<file path="config.mk">
export PLATFORM = sky130hd
export DESIGN_NAME = citl_top
export DESIGN_NICKNAME = d
export VERILOG_FILES = /design/src/design/citl_pkg.sv /design/src/design/citl_sync.sv /design/src/design/citl_timer.sv /design/src/design/citl_top.sv
export SDC_FILE = /design/constraint.sdc
export NUM_CORES = 1
export LEC_CHECK = 0
export BUFFER_PORTS_ARGS = -buffer_cell sky130_fd_sc_hd__buf_2
export CAP_MARGIN = 20
export CORE_ASPECT_RATIO = 0.9
export CORE_MARGIN = 2
export CORE_UTILIZATION = 55
export DETAILED_ROUTE_END_ITERATION = 10
export PLACE_DENSITY = 0.75
export SLEW_MARGIN = 20
export SYNTH_ARGS = -nofsm -noshare
export SYNTH_HDL_FRONTEND = slang
export SYNTH_SLANG_ARGS = --single-unit
</file>
<file path="constraint.sdc">
create_clock -name mclk_i -period 4.6 [get_ports mclk_i]
set_clock_uncertainty 0.2 [all_clocks]
set_input_delay 0 -clock mclk_i [delete_from_list [all_inputs] [get_ports mclk_i]]
set_output_delay 0 -clock mclk_i [all_outputs]
set_load 0.005 [all_outputs]
</file>
<file path="src/design/citl_pkg.sv">
package citl_pkg;
  localparam logic [7:0] CITL_OFS_PEND = 8'h00;
  localparam logic [7:0] CITL_OFS_PSET = 8'h04;
  localparam logic [7:0] CITL_OFS_PCLR = 8'h08;
  localparam logic [7:0] CITL_OFS_ENAB = 8'h0C;
  localparam logic [7:0] CITL_OFS_CLVL = 8'h10;
  localparam logic [7:0] CITL_OFS_DISP = 8'h14;
  localparam logic [7:0] CITL_OFS_CCNT = 8'h18;
  localparam logic [7:0] CITL_OFS_CMP0 = 8'h1C;
  localparam logic [7:0] CITL_OFS_CMP1 = 8'h20;
  localparam logic [7:0] CITL_OFS_CMP2 = 8'h24;
  localparam logic [7:0] CITL_OFS_ISTAT = 8'h28;
  localparam logic [7:0] CITL_OFS_IMASK = 8'h2C;
  localparam logic [7:0] CITL_OFS_CFG = 8'h30;
  localparam logic [31:0] CITL_ENAB_RST = 32'h0000_0000;
  localparam logic [31:0] CITL_CMP_RST = 32'hFFFF_FFFF;
  localparam logic [3:0] CITL_CLVL_RST = 4'h0;
  localparam logic [3:0] CITL_NMI_LEVEL = 4'hF;
  localparam logic [1:0] CITL_TYPE_LEVEL = 2'h0;
  localparam logic [1:0] CITL_TYPE_EDGE = 2'h1;
  localparam logic [1:0] CITL_TYPE_INT = 2'h2;
  localparam logic [1:0] CITL_TYPE_SW = 2'h3;
  localparam int CITL_EV_DISP = 0;
  localparam int CITL_EV_NMI = 1;
  localparam int CITL_EV_WERR = 2;
  localparam int CITL_EV_TMR = 3;
  localparam int CITL_EV_W = 4;
  localparam int CITL_MAX_SRC = 32;
  localparam int CITL_MIN_HI_LVL = 2;
  localparam int CITL_MAX_HI_LVL = 15;
  typedef enum logic [2:0] {
    CITL_BUS_IDLE = 3'b001,
    CITL_BUS_ACK = 3'b010,
    CITL_BUS_DONE = 3'b100
  } citl_bus_t;
endpackage

</file>
<file path="src/design/citl_sync.sv">
`timescale 1ns/1ps
module citl_sync
  import citl_pkg::*;
#(
  parameter int W = 1
)
(
  // Clock and reset
  input wire logic mclk_i,
  input wire logic rst_i,
  // Data
  input wire logic [W-1:0] d_i,
  output logic [W-1:0] q_o
);
  logic [W-1:0] meta_r;

  always_ff @(posedge mclk_i)
  begin
    if (rst_i)
    begin
      meta_r <= '0;
      q_o <= '0;
    end
    else
    begin
      meta_r <= d_i;
      q_o <= meta_r;
    end
  end
endmodule

</file>
<file path="src/design/citl_timer.sv">
`timescale 1ns/1ps
module citl_timer
  import citl_pkg::*;
#(
  parameter int NTMR = 3
)
(
  // Clock and reset
  input wire logic mclk_i,
  input wire logic rst_i,
  // Comparator write
  input wire logic [NTMR-1:0] cmp_we_i,
  input wire logic [31:0] cmp_wdata_i,
  // Status
  output logic [31:0] ccount_o,
  output logic [NTMR*32-1:0] cmp_o,
  output logic [NTMR-1:0] match_o
);
  always_ff @(posedge mclk_i)
  begin
    if (rst_i)
      ccount_o <= '0;
    else
      ccount_o <= ccount_o + 32'h0000_0001;
  end

  // One process owns every comparison register
  always_ff @(posedge mclk_i)
  begin
    if (rst_i)
      cmp_o <= {NTMR{CITL_CMP_RST}};
    else
      for (int t = 0; t < NTMR; t++)
        if (cmp_we_i[t])
          cmp_o[t*32 +: 32] <= cmp_wdata_i;
  end

  genvar g;
  generate
    for (g = 0; g < NTMR; g++)
    begin : g_cmp
      assign match_o[g] = (cmp_o[g*32 +: 32] == ccount_o);
    end
  endgenerate
endmodule

</file>
<file path="src/design/citl_top.sv">
// Chosen here: the placing of the registers and the Avalon-MM interface to the registers.
`timescale 1ns/1ps
module citl_top
  import citl_pkg::*;
#(
  parameter int NSRC = 32,
  parameter logic [NSRC*2-1:0] SRC_TYPE = {NSRC{CITL_TYPE_EDGE}},
  parameter logic [NSRC*4-1:0] SRC_LEVEL = {NSRC{4'h1}},
  parameter int NTMR = 3,
  parameter int TMR_SLOT0 = 29,
  parameter int WERR_SLOT = 28,
  parameter bit HAS_WERR = 1'b1,
  parameter bit HAS_NMI = 1'b1,
  parameter logic [3:0] c_callable_level_limit = 4'h3
)
(
  // Clock and reset
  input wire logic mclk_i,
  input wire logic rst_i,
  // Avalon-MM slave
  input wire logic [7:0] avs_address,
  input wire logic avs_read,
  input wire logic avs_write,
  input wire logic [31:0] avs_writedata,
  input wire logic [3:0] avs_byteenable,
  output logic [31:0] avs_readdata,
  output logic avs_waitrequest,
  // Interrupt sources
  input wire logic [NSRC-1:0] irq_i,
  input wire logic nmi_i,
  input wire logic wr_resp_err_i,
  input wire logic [NSRC-1:0] int_src_i,
  // Dispatch to pipeline
  output logic disp_valid_o,
  output logic [3:0] disp_level_o,
  output logic disp_nmi_o,
  output logic disp_c_ok_o,
  output logic irq_o
);
  localparam logic [NSRC*2-1:0] TYPE_P = SRC_TYPE;

  function automatic logic [31:0] be_mask(input logic [3:0] be);
    logic [31:0] m;
    m = '0;
    for (int i = 0; i < 4; i++)
      m[i*8 +: 8] = {8{be[i]}};
    return m;
  endfunction

  function automatic logic is_type(input int s, input logic [1:0] t);
    return TYPE_P[s*2 +: 2] == t;
  endfunction

  logic [NSRC-1:0] irq_s;
  logic nmi_s;
  logic werr_s;
  logic [NSRC-1:0] irq_d_r;
  logic nmi_d_r;
  logic werr_d_r;
  logic [NSRC-1:0] latch_r;
  logic [NSRC-1:0] sw_r;
  logic [NSRC-1:0] enab_r;
  logic [3:0] clvl_r;
  logic nmi_pend_r;
  logic [CITL_EV_W-1:0] istat_r;
  logic [CITL_EV_W-1:0] imask_r;
  logic [NSRC-1:0] pend;
  logic [NSRC-1:0] src_set;
  logic [31:0] ccount;
  logic [NTMR*32-1:0] cmp;
  logic [NTMR-1:0] match;
  logic [NTMR-1:0] cmp_we;
  logic [3:0] best_lvl;
  logic disp_take;
  logic [CITL_EV_W-1:0] ev;
  citl_bus_t bus_r;
  logic wr_acc;
  logic [31:0] wmask;
  logic [31:0] rd_nxt;

  citl_sync #(.W(NSRC)) u_sync_irq (
    .mclk_i(mclk_i),
    .rst_i(rst_i),
    .d_i(irq_i),
    .q_o(irq_s)
  );

  citl_sync #(.W(2)) u_sync_misc (
    .mclk_i(mclk_i),
    .rst_i(rst_i),
    .d_i({nmi_i, wr_resp_err_i}),
    .q_o({nmi_s, werr_s})
  );

  citl_timer #(.NTMR(NTMR)) u_timer (
    .mclk_i(mclk_i),
    .rst_i(rst_i),
    .cmp_we_i(cmp_we),
    .cmp_wdata_i(avs_writedata),
    .ccount_o(ccount),
    .cmp_o(cmp),
    .match_o(match)
  );

  // Bus handshake: accept in IDLE, answer one cycle later
  always_ff @(posedge mclk_i)
  begin
    if (rst_i)
      bus_r <= CITL_BUS_IDLE;
    else
      case (bus_r)
        CITL_BUS_IDLE:
          if (avs_read || avs_write)
            bus_r <= CITL_BUS_ACK;
        CITL_BUS_ACK:
          bus_r <= CITL_BUS_DONE;
        CITL_BUS_DONE:
          bus_r <= CITL_BUS_IDLE;
        default:
          bus_r <= CITL_BUS_IDLE;
      endcase
  end

  always_ff @(posedge mclk_i)
  begin
    if (rst_i)
      avs_waitrequest <= 1'b1;
    else
      avs_waitrequest <= !(bus_r == CITL_BUS_IDLE && (avs_read || avs_write));
  end

  assign wr_acc = avs_write && bus_r == CITL_BUS_ACK;
  assign wmask = be_mask(avs_byteenable);

  always_comb
  begin
    cmp_we = '0;
    for (int t = 0; t < NTMR; t++)
      if (wr_acc && avs_address == CITL_OFS_CMP0 + 8'(t * 4))
        cmp_we[t] = 1'b1;
  end

  // Source classification and latched edges
  always_comb
  begin
    src_set = '0;
    for (int s = 0; s < NSRC; s++)
    begin
      if (is_type(s, CITL_TYPE_EDGE) && irq_s[s] && !irq_d_r[s])
        src_set[s] = 1'b1;
      if (is_type(s, CITL_TYPE_INT) && int_src_i[s])
        src_set[s] = 1'b1;
    end
    for (int t = 0; t < NTMR; t++)
      if (match[t] && TMR_SLOT0 + t < NSRC)
        src_set[TMR_SLOT0 + t] = 1'b1;
    if (HAS_WERR && werr_s && !werr_d_r && WERR_SLOT < NSRC)
      src_set[WERR_SLOT] = 1'b1;
  end

  always_ff @(posedge mclk_i)
  begin
    if (rst_i)
    begin
      irq_d_r <= '0;
      nmi_d_r <= 1'b0;
      werr_d_r <= 1'b0;
    end
    else
    begin
      irq_d_r <= irq_s;
      nmi_d_r <= nmi_s;
      werr_d_r <= werr_s;
    end
  end

  // Latched requests: set wins over software clear
  always_ff @(posedge mclk_i)
  begin
    if (rst_i)
      latch_r <= '0;
    else if (wr_acc && avs_address == CITL_OFS_PCLR)
      latch_r <= (latch_r & ~NSRC'(avs_writedata & wmask)) | src_set;
    else
      latch_r <= latch_r | src_set;
  end

  always_ff @(posedge mclk_i)
  begin
    if (rst_i)
      sw_r <= '0;
    else
      for (int s = 0; s < NSRC; s++)
        if (is_type(s, CITL_TYPE_SW) && wr_acc && wmask[s])
        begin
          if (avs_address == CITL_OFS_PSET && avs_writedata[s])
            sw_r[s] <= 1'b1;
          else if (avs_address == CITL_OFS_PCLR && avs_writedata[s])
            sw_r[s] <= 1'b0;
        end
  end

  always_comb
  begin
    for (int s = 0; s < NSRC; s++)
      pend[s] = is_type(s, CITL_TYPE_LEVEL) ? irq_s[s] :
                (latch_r[s] | sw_r[s]);
  end

  // Enables and current level
  always_ff @(posedge mclk_i)
  begin
    if (rst_i)
    begin
      enab_r <= NSRC'(CITL_ENAB_RST);
      clvl_r <= CITL_CLVL_RST;
    end
    else
    begin
      if (wr_acc && avs_address == CITL_OFS_ENAB)
        enab_r <= (enab_r & ~NSRC'(wmask)) | NSRC'(avs_writedata & wmask);
      if (wr_acc && avs_address == CITL_OFS_CLVL && avs_byteenable[0])
        clvl_r <= avs_writedata[3:0];
    end
  end

  // Highest level among pending enabled sources
  always_comb
  begin
    best_lvl = '0;
    for (int s = 0; s < NSRC; s++)
      if (pend[s] && enab_r[s] && SRC_LEVEL[s*4 +: 4] > best_lvl)
        best_lvl = SRC_LEVEL[s*4 +: 4];
  end

  // Unmaskable edge latch
  always_ff @(posedge mclk_i)
  begin
    if (rst_i)
      nmi_pend_r <= 1'b0;
    else if (HAS_NMI && nmi_s && !nmi_d_r)
      nmi_pend_r <= 1'b1;
    else if (wr_acc && avs_address == CITL_OFS_DISP && avs_writedata[31])
      nmi_pend_r <= 1'b0;
  end

  assign disp_take = nmi_pend_r || best_lvl > clvl_r;

  always_ff @(posedge mclk_i)
  begin
    if (rst_i)
    begin
      disp_valid_o <= 1'b0;
      disp_level_o <= '0;
      disp_nmi_o <= 1'b0;
      disp_c_ok_o <= 1'b0;
    end
    else
    begin
      disp_valid_o <= disp_take;
      disp_nmi_o <= nmi_pend_r;
      disp_level_o <= nmi_pend_r ? CITL_NMI_LEVEL :
                      (disp_take ? best_lvl : 4'h0);
      disp_c_ok_o <= !nmi_pend_r && disp_take &&
                     (best_lvl == 4'h1 ||
                      best_lvl <= c_callable_level_limit);
    end
  end

  // Interrupt status events
  always_comb
  begin
    ev = '0;
    ev[CITL_EV_DISP] = disp_take && !disp_valid_o;
    ev[CITL_EV_NMI] = HAS_NMI && nmi_s && !nmi_d_r;
    ev[CITL_EV_WERR] = HAS_WERR && werr_s && !werr_d_r;
    ev[CITL_EV_TMR] = |match;
  end

  always_ff @(posedge mclk_i)
  begin
    if (rst_i)
    begin
      istat_r <= '0;
      imask_r <= '0;
    end
    else
    begin
      if (wr_acc && avs_address == CITL_OFS_ISTAT)
        istat_r <= (istat_r & ~avs_writedata[CITL_EV_W-1:0]) | ev;
      else
        istat_r <= istat_r | ev;
      if (wr_acc && avs_address == CITL_OFS_IMASK && avs_byteenable[0])
        imask_r <= avs_writedata[CITL_EV_W-1:0];
    end
  end

  always_ff @(posedge mclk_i)
  begin
    if (rst_i)
      irq_o <= 1'b0;
    else
      irq_o <= |(istat_r & imask_r);
  end

  // Read mux
  always_comb
  begin
    rd_nxt = '0;
    case (avs_address)
      CITL_OFS_PEND: rd_nxt = 32'(pend);
      CITL_OFS_ENAB: rd_nxt = 32'(enab_r);
      CITL_OFS_CLVL: rd_nxt = {28'h0, clvl_r};
      CITL_OFS_DISP: rd_nxt = {nmi_pend_r, 23'h0, c_callable_level_limit,
                               best_lvl};
      CITL_OFS_CCNT: rd_nxt = ccount;
      CITL_OFS_ISTAT: rd_nxt = 32'(istat_r);
      CITL_OFS_IMASK: rd_nxt = 32'(imask_r);
      CITL_OFS_CFG: rd_nxt = {16'h0, 6'(NSRC), 2'(NTMR), 6'h0,
                              HAS_WERR, HAS_NMI};
      default:
        for (int t = 0; t < NTMR; t++)
          if (avs_address == CITL_OFS_CMP0 + 8'(t * 4))
            rd_nxt = cmp[t*32 +: 32];
    endcase
  end

  always_ff @(posedge mclk_i)
  begin
    if (rst_i)
      avs_readdata <= '0;
    else if (bus_r == CITL_BUS_IDLE && avs_read)
      avs_readdata <= rd_nxt;
  end
endmodule
</file>
==> results.ini, run 1 <==
[outcome]
status = complete, no violations

[timing]
worst_slew_pin_slew_ps = 1130
max_slew_margin_pct = 23.0
finalHoldViolCount = 0
drv_slew = 0
setup_tns_ps = 0
final.min_clock_period_ps = 3880
setup_violations = 0
rsz0062_at_grt = false
clock.fmax_mhz = 258
period_share_pct = 84.3

[floorplan]
rows = 56
fp.dieW_um = 177
die_h_um = 159
start_util_pct = 56.3
core-area_sq_um = 26200
io_pins = 155
die_area_sq_um = 28100

[critical_path]
worstPathRequired_ps = 4870
endpoint_kind = flop
critical_path_class = flop to flop
cp_max_fo = 12
start_kind = flop
crit_arrival_ps = 4150
ff2ff_path_depth = 8

[worst_hold_path]
hold_path.class = input pin to flop
hold_depth = 3

[logic_synthesis]
synth_edf_count = 0
synth_warnings = 0
avgSynthCellArea_sq_um = 9.23
synth_common_cells = dfxtp_1, nand2_1, nor2b_1, mux2i_1, xnor2_1
yosysMostFrequentCell = dfxtp_1
ys_seq_area_share_pct = 47.2
syn_area_sq_um = 14700
netlist_instances = 1597
synth.largest_area_cell = dfxtp_1
syn_nets = 1713
async_flop_share_pct = 0
ys_types = 63
ys_seq_elements = 348
synth_top_area_share_pct = 47.2
synthFlopType = dfxtp_1
synthTopCellsByArea = dfxtp_1, mux2i_1, xnor2_1

[grt]
grt_pass1_vias = 12400
antenna_found_initial = 0
grt_start_max_net_pins = 99
grt_overflow_total = 0
grt_pass1_wl_um = 70600
grt_use_total_pct = 32.5

[clocking]
cts.reportedPaths.clkPinSlew_ps = 60
cts_made_buffers = 36
post_cts_resize_count = 0
cts_setup_buffers = 0
clkLatencyLatePin_ps = 530
clk_path_buf_depth = 3
cts_tree = done
cts_htree_levels = 2
holdBufCountCts = 124
cts-root-buf = clkbuf_16
cts_sinks = 348

[drt]
drc_errors = 0
avgViaCountPerCell = 5.93
ant_nets = 0
drtIter0Drc = 1601
vias = 12700
routed_wl_um = 46300
dr.pass1.iters = 6
routedWlPerCell_um = 21.5

[finish]
nets = 1890
antenna_cells = 0
drive_gt1_share_pct = 12.6
layout.cells.non_filler = 2148
area_delta_synth_final_pct = 21.7
final_area_sq_um = 17900
fillers = 2046

[placed_design]
place_area_sq_um = 15400
gp_congestion = 0.977
dp.cells = 1960
dpl.hpwl_um = 30900
place.port_buffers = 122

[run]
max_cap_viol_count = 0

[pwr]
peakVddDrop_v = 0.000284
p_per_area_nw_per_um2 = 382
p_leak_uw = 0.00713

==> critical path, stage by stage, from the launching register on <==
cell	delay, ps
dfxtp_1	360
nor4bb_2	850
buf_4	340
and3_1	290
and2_1	360
nand2_1	100
dlygate4sd3_1	570
a21oi_1	180
dlygate4sd3_1	570
==> layer usage <==
metal	vias to the layer above	track usage, %	part of all wire, %
met3	134	5.23	10
met2	702	51.2	45
met4	0	13.8	4.3
li1	5872	-	-
met5	-	0	0
met1	6032	44.1	41
==> report_power, final <==
part | internal, uW | switching (uW)
logic | 184 | 246
registers | 3100 | 57.3
clock network | 2040 | 1240
==> final timing paths <==
check                                                startpoint                                to  slack [ps]
worst max-delay path                      bus_r[2]$_SDFFE_PP0P_                              flop         720
worst min-delay path                                  irq_i[24]  u_sync_irq.meta_r[24]$_SDFF_PP0_           5
worst max register to register            bus_r[2]$_SDFFE_PP0P_                              flop         720
worst min register to register  u_sync_irq.meta_r[3]$_SDFF_PP0_      u_sync_irq.q_o[3]$_SDFF_PP0_         230
==> final cells by class <==
cell class / count / area (sq um) / share of cell area [%]
tap: 348 / 435 / 2.43
inverter: 11 / 42.5 / 0.237
clock inverter: 18 / 328 / 1.83
sequential: 348 / 6970 / 38.8
multi-input combinational: 1111 / 7120 / 39.7
clock buffer: 46 / 1020 / 5.68
timing repair buffer: 266 / 2030 / 11.3
==> stage by stage <==
step / hold WS [ps] / setup slack (ps) / power [uW] / utilization (%)
finish: 5.30 / 722 / 6860 / 68.5
global route: 30.1 / 571 / 7040 / 68.5
CTS: 0.430 / 873 / 6870 / 68.5
detailed placement: 11.6 / 1600 / 3580 / 58.6
global placement: 5.71 / 1660 / 3570 / 58.5
floorplan: -74.9 / 2300 / 3400 / -
==> kinds of logic (layout without fill, tap and decap cells) <==
| logic type | after synthesis | after routing | synth area share (%) |
|---|---|---|---|
| and+or+nand+nor | 592 | 592 | 20.2 |
| DFF | 348 | 348 | 47.2 |
| AOI/OAI and AO/OA | 284 | 284 | 12.8 |
| buffers and inverters | 138 | 341 | 4.81 |
| xor gates and xnor gates | 118 | 118 | 7.01 |
| muxes | 115 | 115 | 7.81 |
| adders and majority gates | 2 | 2 | 0.170 |
==> state kept, by name (all words and copies together), names as in the netlist, 32 cells and up, named ones only <==
name,count
avs_readdata,32
u_timer.cmp_o,96
u_sync_irq.meta_r,32
u_sync_irq.q_o,32
u_timer.ccount_o,32
latch_r,32
irq_d_r,32
==> cell usage in the layout, fill, tap and decap left out, types with 4 or more instances in the layout <==
master and instances:
nand3_1 17, clkinv_2 7, nand2_1 229, a31oi_1 24, o21ai_0 43, buf_2 121
clkbuf_8 6, o22ai_1 4, nor3_1 5, nor4_1 16, o2bb2ai_1 4, and4_1 5
or3_1 8, o32ai_1 6, mux2i_1 114, clkbuf_16 37, nand2b_1 5, nor2_1 93
dfxtp_1 348, nand4_1 39, xnor2_1 106, a21oi_1 82, a22o_1 20, and3_1 5
buf_4 18, xor2_1 12, inv_1 10, and2_1 10, o211ai_1 6, o211a_1 6
a22oi_1 50, a221oi_1 25, nor2b_1 136, dlygate4sd3_1 124, bufinv_16 8
(Power assumes the default switching activity.)
==> inputs of run 2 (changes only) <==
--- a/config.mk
+++ b/config.mk
@@ -5,13 +5,14 @@
 export SDC_FILE = /design/constraint.sdc
 export NUM_CORES = 1
 export LEC_CHECK = 0
+export ABC_AREA = 1
 export BUFFER_PORTS_ARGS = -buffer_cell sky130_fd_sc_hd__buf_2
 export CAP_MARGIN = 20
 export CORE_ASPECT_RATIO = 0.9
 export CORE_MARGIN = 2
-export CORE_UTILIZATION = 55
+export CORE_UTILIZATION = 53
 export DETAILED_ROUTE_END_ITERATION = 10
-export PLACE_DENSITY = 0.75
+export PLACE_DENSITY = 0.76
 export SLEW_MARGIN = 20
 export SYNTH_ARGS = -nofsm -noshare
 export SYNTH_HDL_FRONTEND = slang
==> constraint.sdc (replaced) <==
create_clock -name mclk_i -period 3.48 [get_ports mclk_i]
set_clock_uncertainty 0.2 [all_clocks]
set_input_delay 0 -clock mclk_i [delete_from_list [all_inputs] [get_ports mclk_i]]
set_output_delay 0 -clock mclk_i [all_outputs]
set_load 0.005 [all_outputs]
==> run 2 against run 1 <==
Against the previous run: via count up 18%; sequential share of layout area down 0.98 points; worst hold slack better by 11 ps.
==> results.ini, run 2 <==
[pwr]
p_sw_share_pct = 23.9  ; +1.4 points
p_leak_uw = 0.00800  ; +12%
seqPwrFrac_pct = 48.6  ; +2.6 points
pwr-share-comb_pct = 7.2  ; +0.9 points
peakVddDrop_v = 0.000452  ; +59%
p_per_area_nw_per_um2 = 467  ; +22%
p_clk_share_pct = 44.2  ; -3.5 points
p_int_uw = 6540  ; +23%
p_sw_uw = 2050  ; +33%

[worst_hold_path]
holdCritStartpoint = avs_address[3]
hold_depth = 8  ; +5
min_to = latch_r[27]$_SDFF_PP0_
hold_path.class = input pin to flop

[drt]
vias = 15000  ; +18%
drtIter0Drc = 1859  ; +16%
routedWlPerCell_um = 18.7  ; -13%
ant_nets = 0  ; unchanged
dr.pass1.iters = 7  ; +1
drc_errors = 0  ; unchanged
routed_wl_um = 50800  ; +9.8%
avgViaCountPerCell = 5.52  ; -7.0%

[logic_synthesis]
synth_warnings = 0  ; unchanged
ys_seq_area_share_pct = 45.5  ; -1.8 points
async_flop_share_pct = 0  ; unchanged
netlist_instances = 2145  ; +34%
avgSynthCellArea_sq_um = 7.14  ; -23%
synth.largest_area_cell = dfxtp_1
ys_seq_elements = 348  ; unchanged
ys_types = 44  ; -30%
synthFlopType = dfxtp_1
syn_area_sq_um = 15300  ; +3.9%
synth_common_cells = nand2_1, dfxtp_1, inv_1, nor2_1, o21ai_0
yosysMostFrequentCell = nand2_1
syn_nets = 2261  ; +32%
synthTopCellsByArea = dfxtp_1, nand2_1, inv_1
synth_top_area_share_pct = 45.5  ; -1.8 points
synth_edf_count = 0  ; unchanged

[grt]
antenna_found_initial = 0  ; unchanged
grt_start_max_net_pins = 63  ; -36%
grt_pass1_wl_um = 77400  ; +9.6%
grt_use_total_pct = 33.1  ; +0.62 points
grt_pass1_vias = 14100  ; +14%
grt_overflow_total = 0  ; unchanged

[floorplan]
core-area_sq_um = 28600  ; +9.3%
io_pins = 155  ; unchanged
start_util_pct = 53.5  ; -2.8 points
rows = 59  ; +5.4%
die_area_sq_um = 30300  ; +7.6%
die_h_um = 165  ; +3.7%
fp.dieW_um = 183  ; +3.7%

[timing]
worst_slew_pin_slew_ps = 755  ; -371 ps
period_share_pct = 95.8
rsz0062_at_grt = false
setup_violations = 0  ; unchanged
final.min_clock_period_ps = 3340
clock.fmax_mhz = 300
max_slew_margin_pct = 49.6  ; +27 points
drv_slew = 0  ; unchanged
setup_tns_ps = 0  ; unchanged
finalHoldViolCount = 0  ; unchanged

[critical_path]
cp_max_fo = 8  ; -4
worstPathRequired_ps = 3770  ; -1100 ps
start_kind = input pin
critical_path_class = input pin to flop
worst_path_dominant_cell_family = buffers and inverters
reg2reg_from = u_timer.ccount_o[0]$_SDFF_PP0_
cp_slowest_stage_delay_ps = 640  ; -210 ps
path_common_cell = dlygate4sd3_1
cp.depth = 12  ; +4
cp_cell_sequence = dlygate4sd3_1, buf_2, nor2_4, dlygate4sd3_1, nand3_2, dlygate4sd3_1, nor2_2, inv_1, nor2_2, o21ai_0, a21oi_1, dlygate4sd3_1
crit_arrival_ps = 3620  ; -530 ps
critPathBufInv = 6  ; +3
endpoint_kind = flop
worst-r2r-setup-slack_ps = 1060  ; +340 ps
timing.rr.end = u_timer.ccount_o[30]$_SDFF_PP0_
slowest_stage = dlygate4sd3_1
ff2ff_path_depth = 9  ; +1
crit_start = avs_address[6]

[finish]
drive_gt1_share_pct = 10.3  ; -2.3 points
antenna_cells = 0  ; unchanged
largest_register_ffs = 96  ; unchanged
area_delta_synth_final_pct = 20.2
layout_common_cells = nand2_1, dfxtp_1, inv_1
nets = 2450  ; +30%
fillers = 2389  ; +17%
layout.cells.non_filler = 2724  ; +27%
largest_register = u_timer.cmp_o
layout_commonest_cell = nand2_1

[placed_design]
dpl.hpwl_um = 33500  ; +8.2%
place.port_buffers = 122  ; unchanged
dp.cells = 2542  ; +30%
gp_congestion = 0.964  ; -1.3%

[clocking]
cts-root-buf = clkbuf_16
cts_tree = done
cts_sinks = 348  ; unchanged
cts.reportedPaths.clkPinSlew_ps = 60  ; about the same
cts_made_buffers = 37  ; +2.8%
cts_setup_buffers = 0  ; unchanged
cts_htree_levels = 2  ; unchanged
clkLatencyLatePin_ps = 550  ; +20 ps
clk_path_buf_depth = 3  ; unchanged

[run]
max_cap_viol_count = 0  ; unchanged

[outcome]
status = complete, no violations

run 2: changes by cell type in the layout (fill, tap and decap cells not counted), sizes merged, moves of 45 or more:
cell,previous run,this run
nor2,93,240
nand2,231,587
xnor2,106,58
nand3,17,131
nor2b,136,1
o21ai,44,131
o211ai,6,51
inv,12,249
mux2i,114,0
a22oi,50,0
run 2: cell families after synthesis:
kind of cell	after synthesis	share of synthesized area (%)
buffers and inverters	363	9.42
AOI/OAI and AO/OA	313	11.8
DFF	348	45.5
xor gates and xnor gates	80	4.57
and+or+nand+nor	1039	28.6
adders and majority gates	2	0.163
run 2: final cells by class:
cell class                      instances  area (sq um)  area share (%)
Tap cell                              366           458            2.49
Clock buffer                           55          1050            5.73
Inverter                              248           933            5.07
Multi-Input combinational cell       1434          6910            37.5
Timing Repair Buffer                  265          2000            10.8
Sequential cell                       348          6970            37.8
Clock inverter                          8          91.3           0.496
run 2: timing repair:
action	4_1_cts	5_1_grt
endpoints found under the setup margin	0	1
resized for setup	0	1
hold buffers	119	0
endpoints found under the hold margin	231	0
run 2: worst max path at each step:
stage | to | slack (ps)
CTS | imask_r[3]$_SDFFE_PP0P_ | 140
global placement | u_timer.ccount_o[30]$_SDFF_PP0_ | 1210
floorplan | u_timer.ccount_o[30]$_SDFF_PP0_ | 1660
global route | imask_r[3]$_SDFFE_PP0P_ | 4
finish | imask_r[3]$_SDFFE_PP0P_ | 140
detailed placement | u_timer.ccount_o[30]$_SDFF_PP0_ | 1150
run 2: worst register-to-register path, cell delays in order (launching register included):
cell,delay [ps]
dfxtp_1,480
ha_1,230
nand2_1,100
nor2_1,370
inv_1,150
nor2_2,220
nand3_1,100
nor3_1,210
or2_2,160
a21oi_1,50
run 2: per-layer routing:
metal  wire [um]  track usage, %  share of wire (%)  vias up
met1       20200            42.7                 40     6863
met3        5730            7.39                 11      142
met2       22900            53.9                 45      843
met4        1970            13.7                3.9        0
met5           0               0                  0        -
li1            -               -                  -     7177
run 2: power groups by stage:
| stage | Clock, uW | Combinational, uW | Sequential (uW) |
|---|---|---|---|
| final | 3800 | 618 | 4180 |
| after CTS | 3820 | 587 | 4170 |
| after detailed placement | 0 | 484 | 4260 |
| after global placement | 0 | 477 | 4250 |
| after global routing | 4010 | 662 | 4190 |
| after floorplan | 0 | 263 | 4240 |
run 2: stage by stage:
stage          area (sq um)  power [uW]  util, %  worst slack [ps]  hold slack (ps)
2_1_floorplan         15300        4510        -              1660             -109
3_3_place_gp          16100        4730     56.1              1210            -1.51
3_5_place_dp          16100        4740     56.1              1150             4.63
4_1_cts               18400        8580     64.3               144            0.328
5_1_grt               18400        8860     64.3              4.24             51.0
6_report              18400        8600     64.3               145             16.3
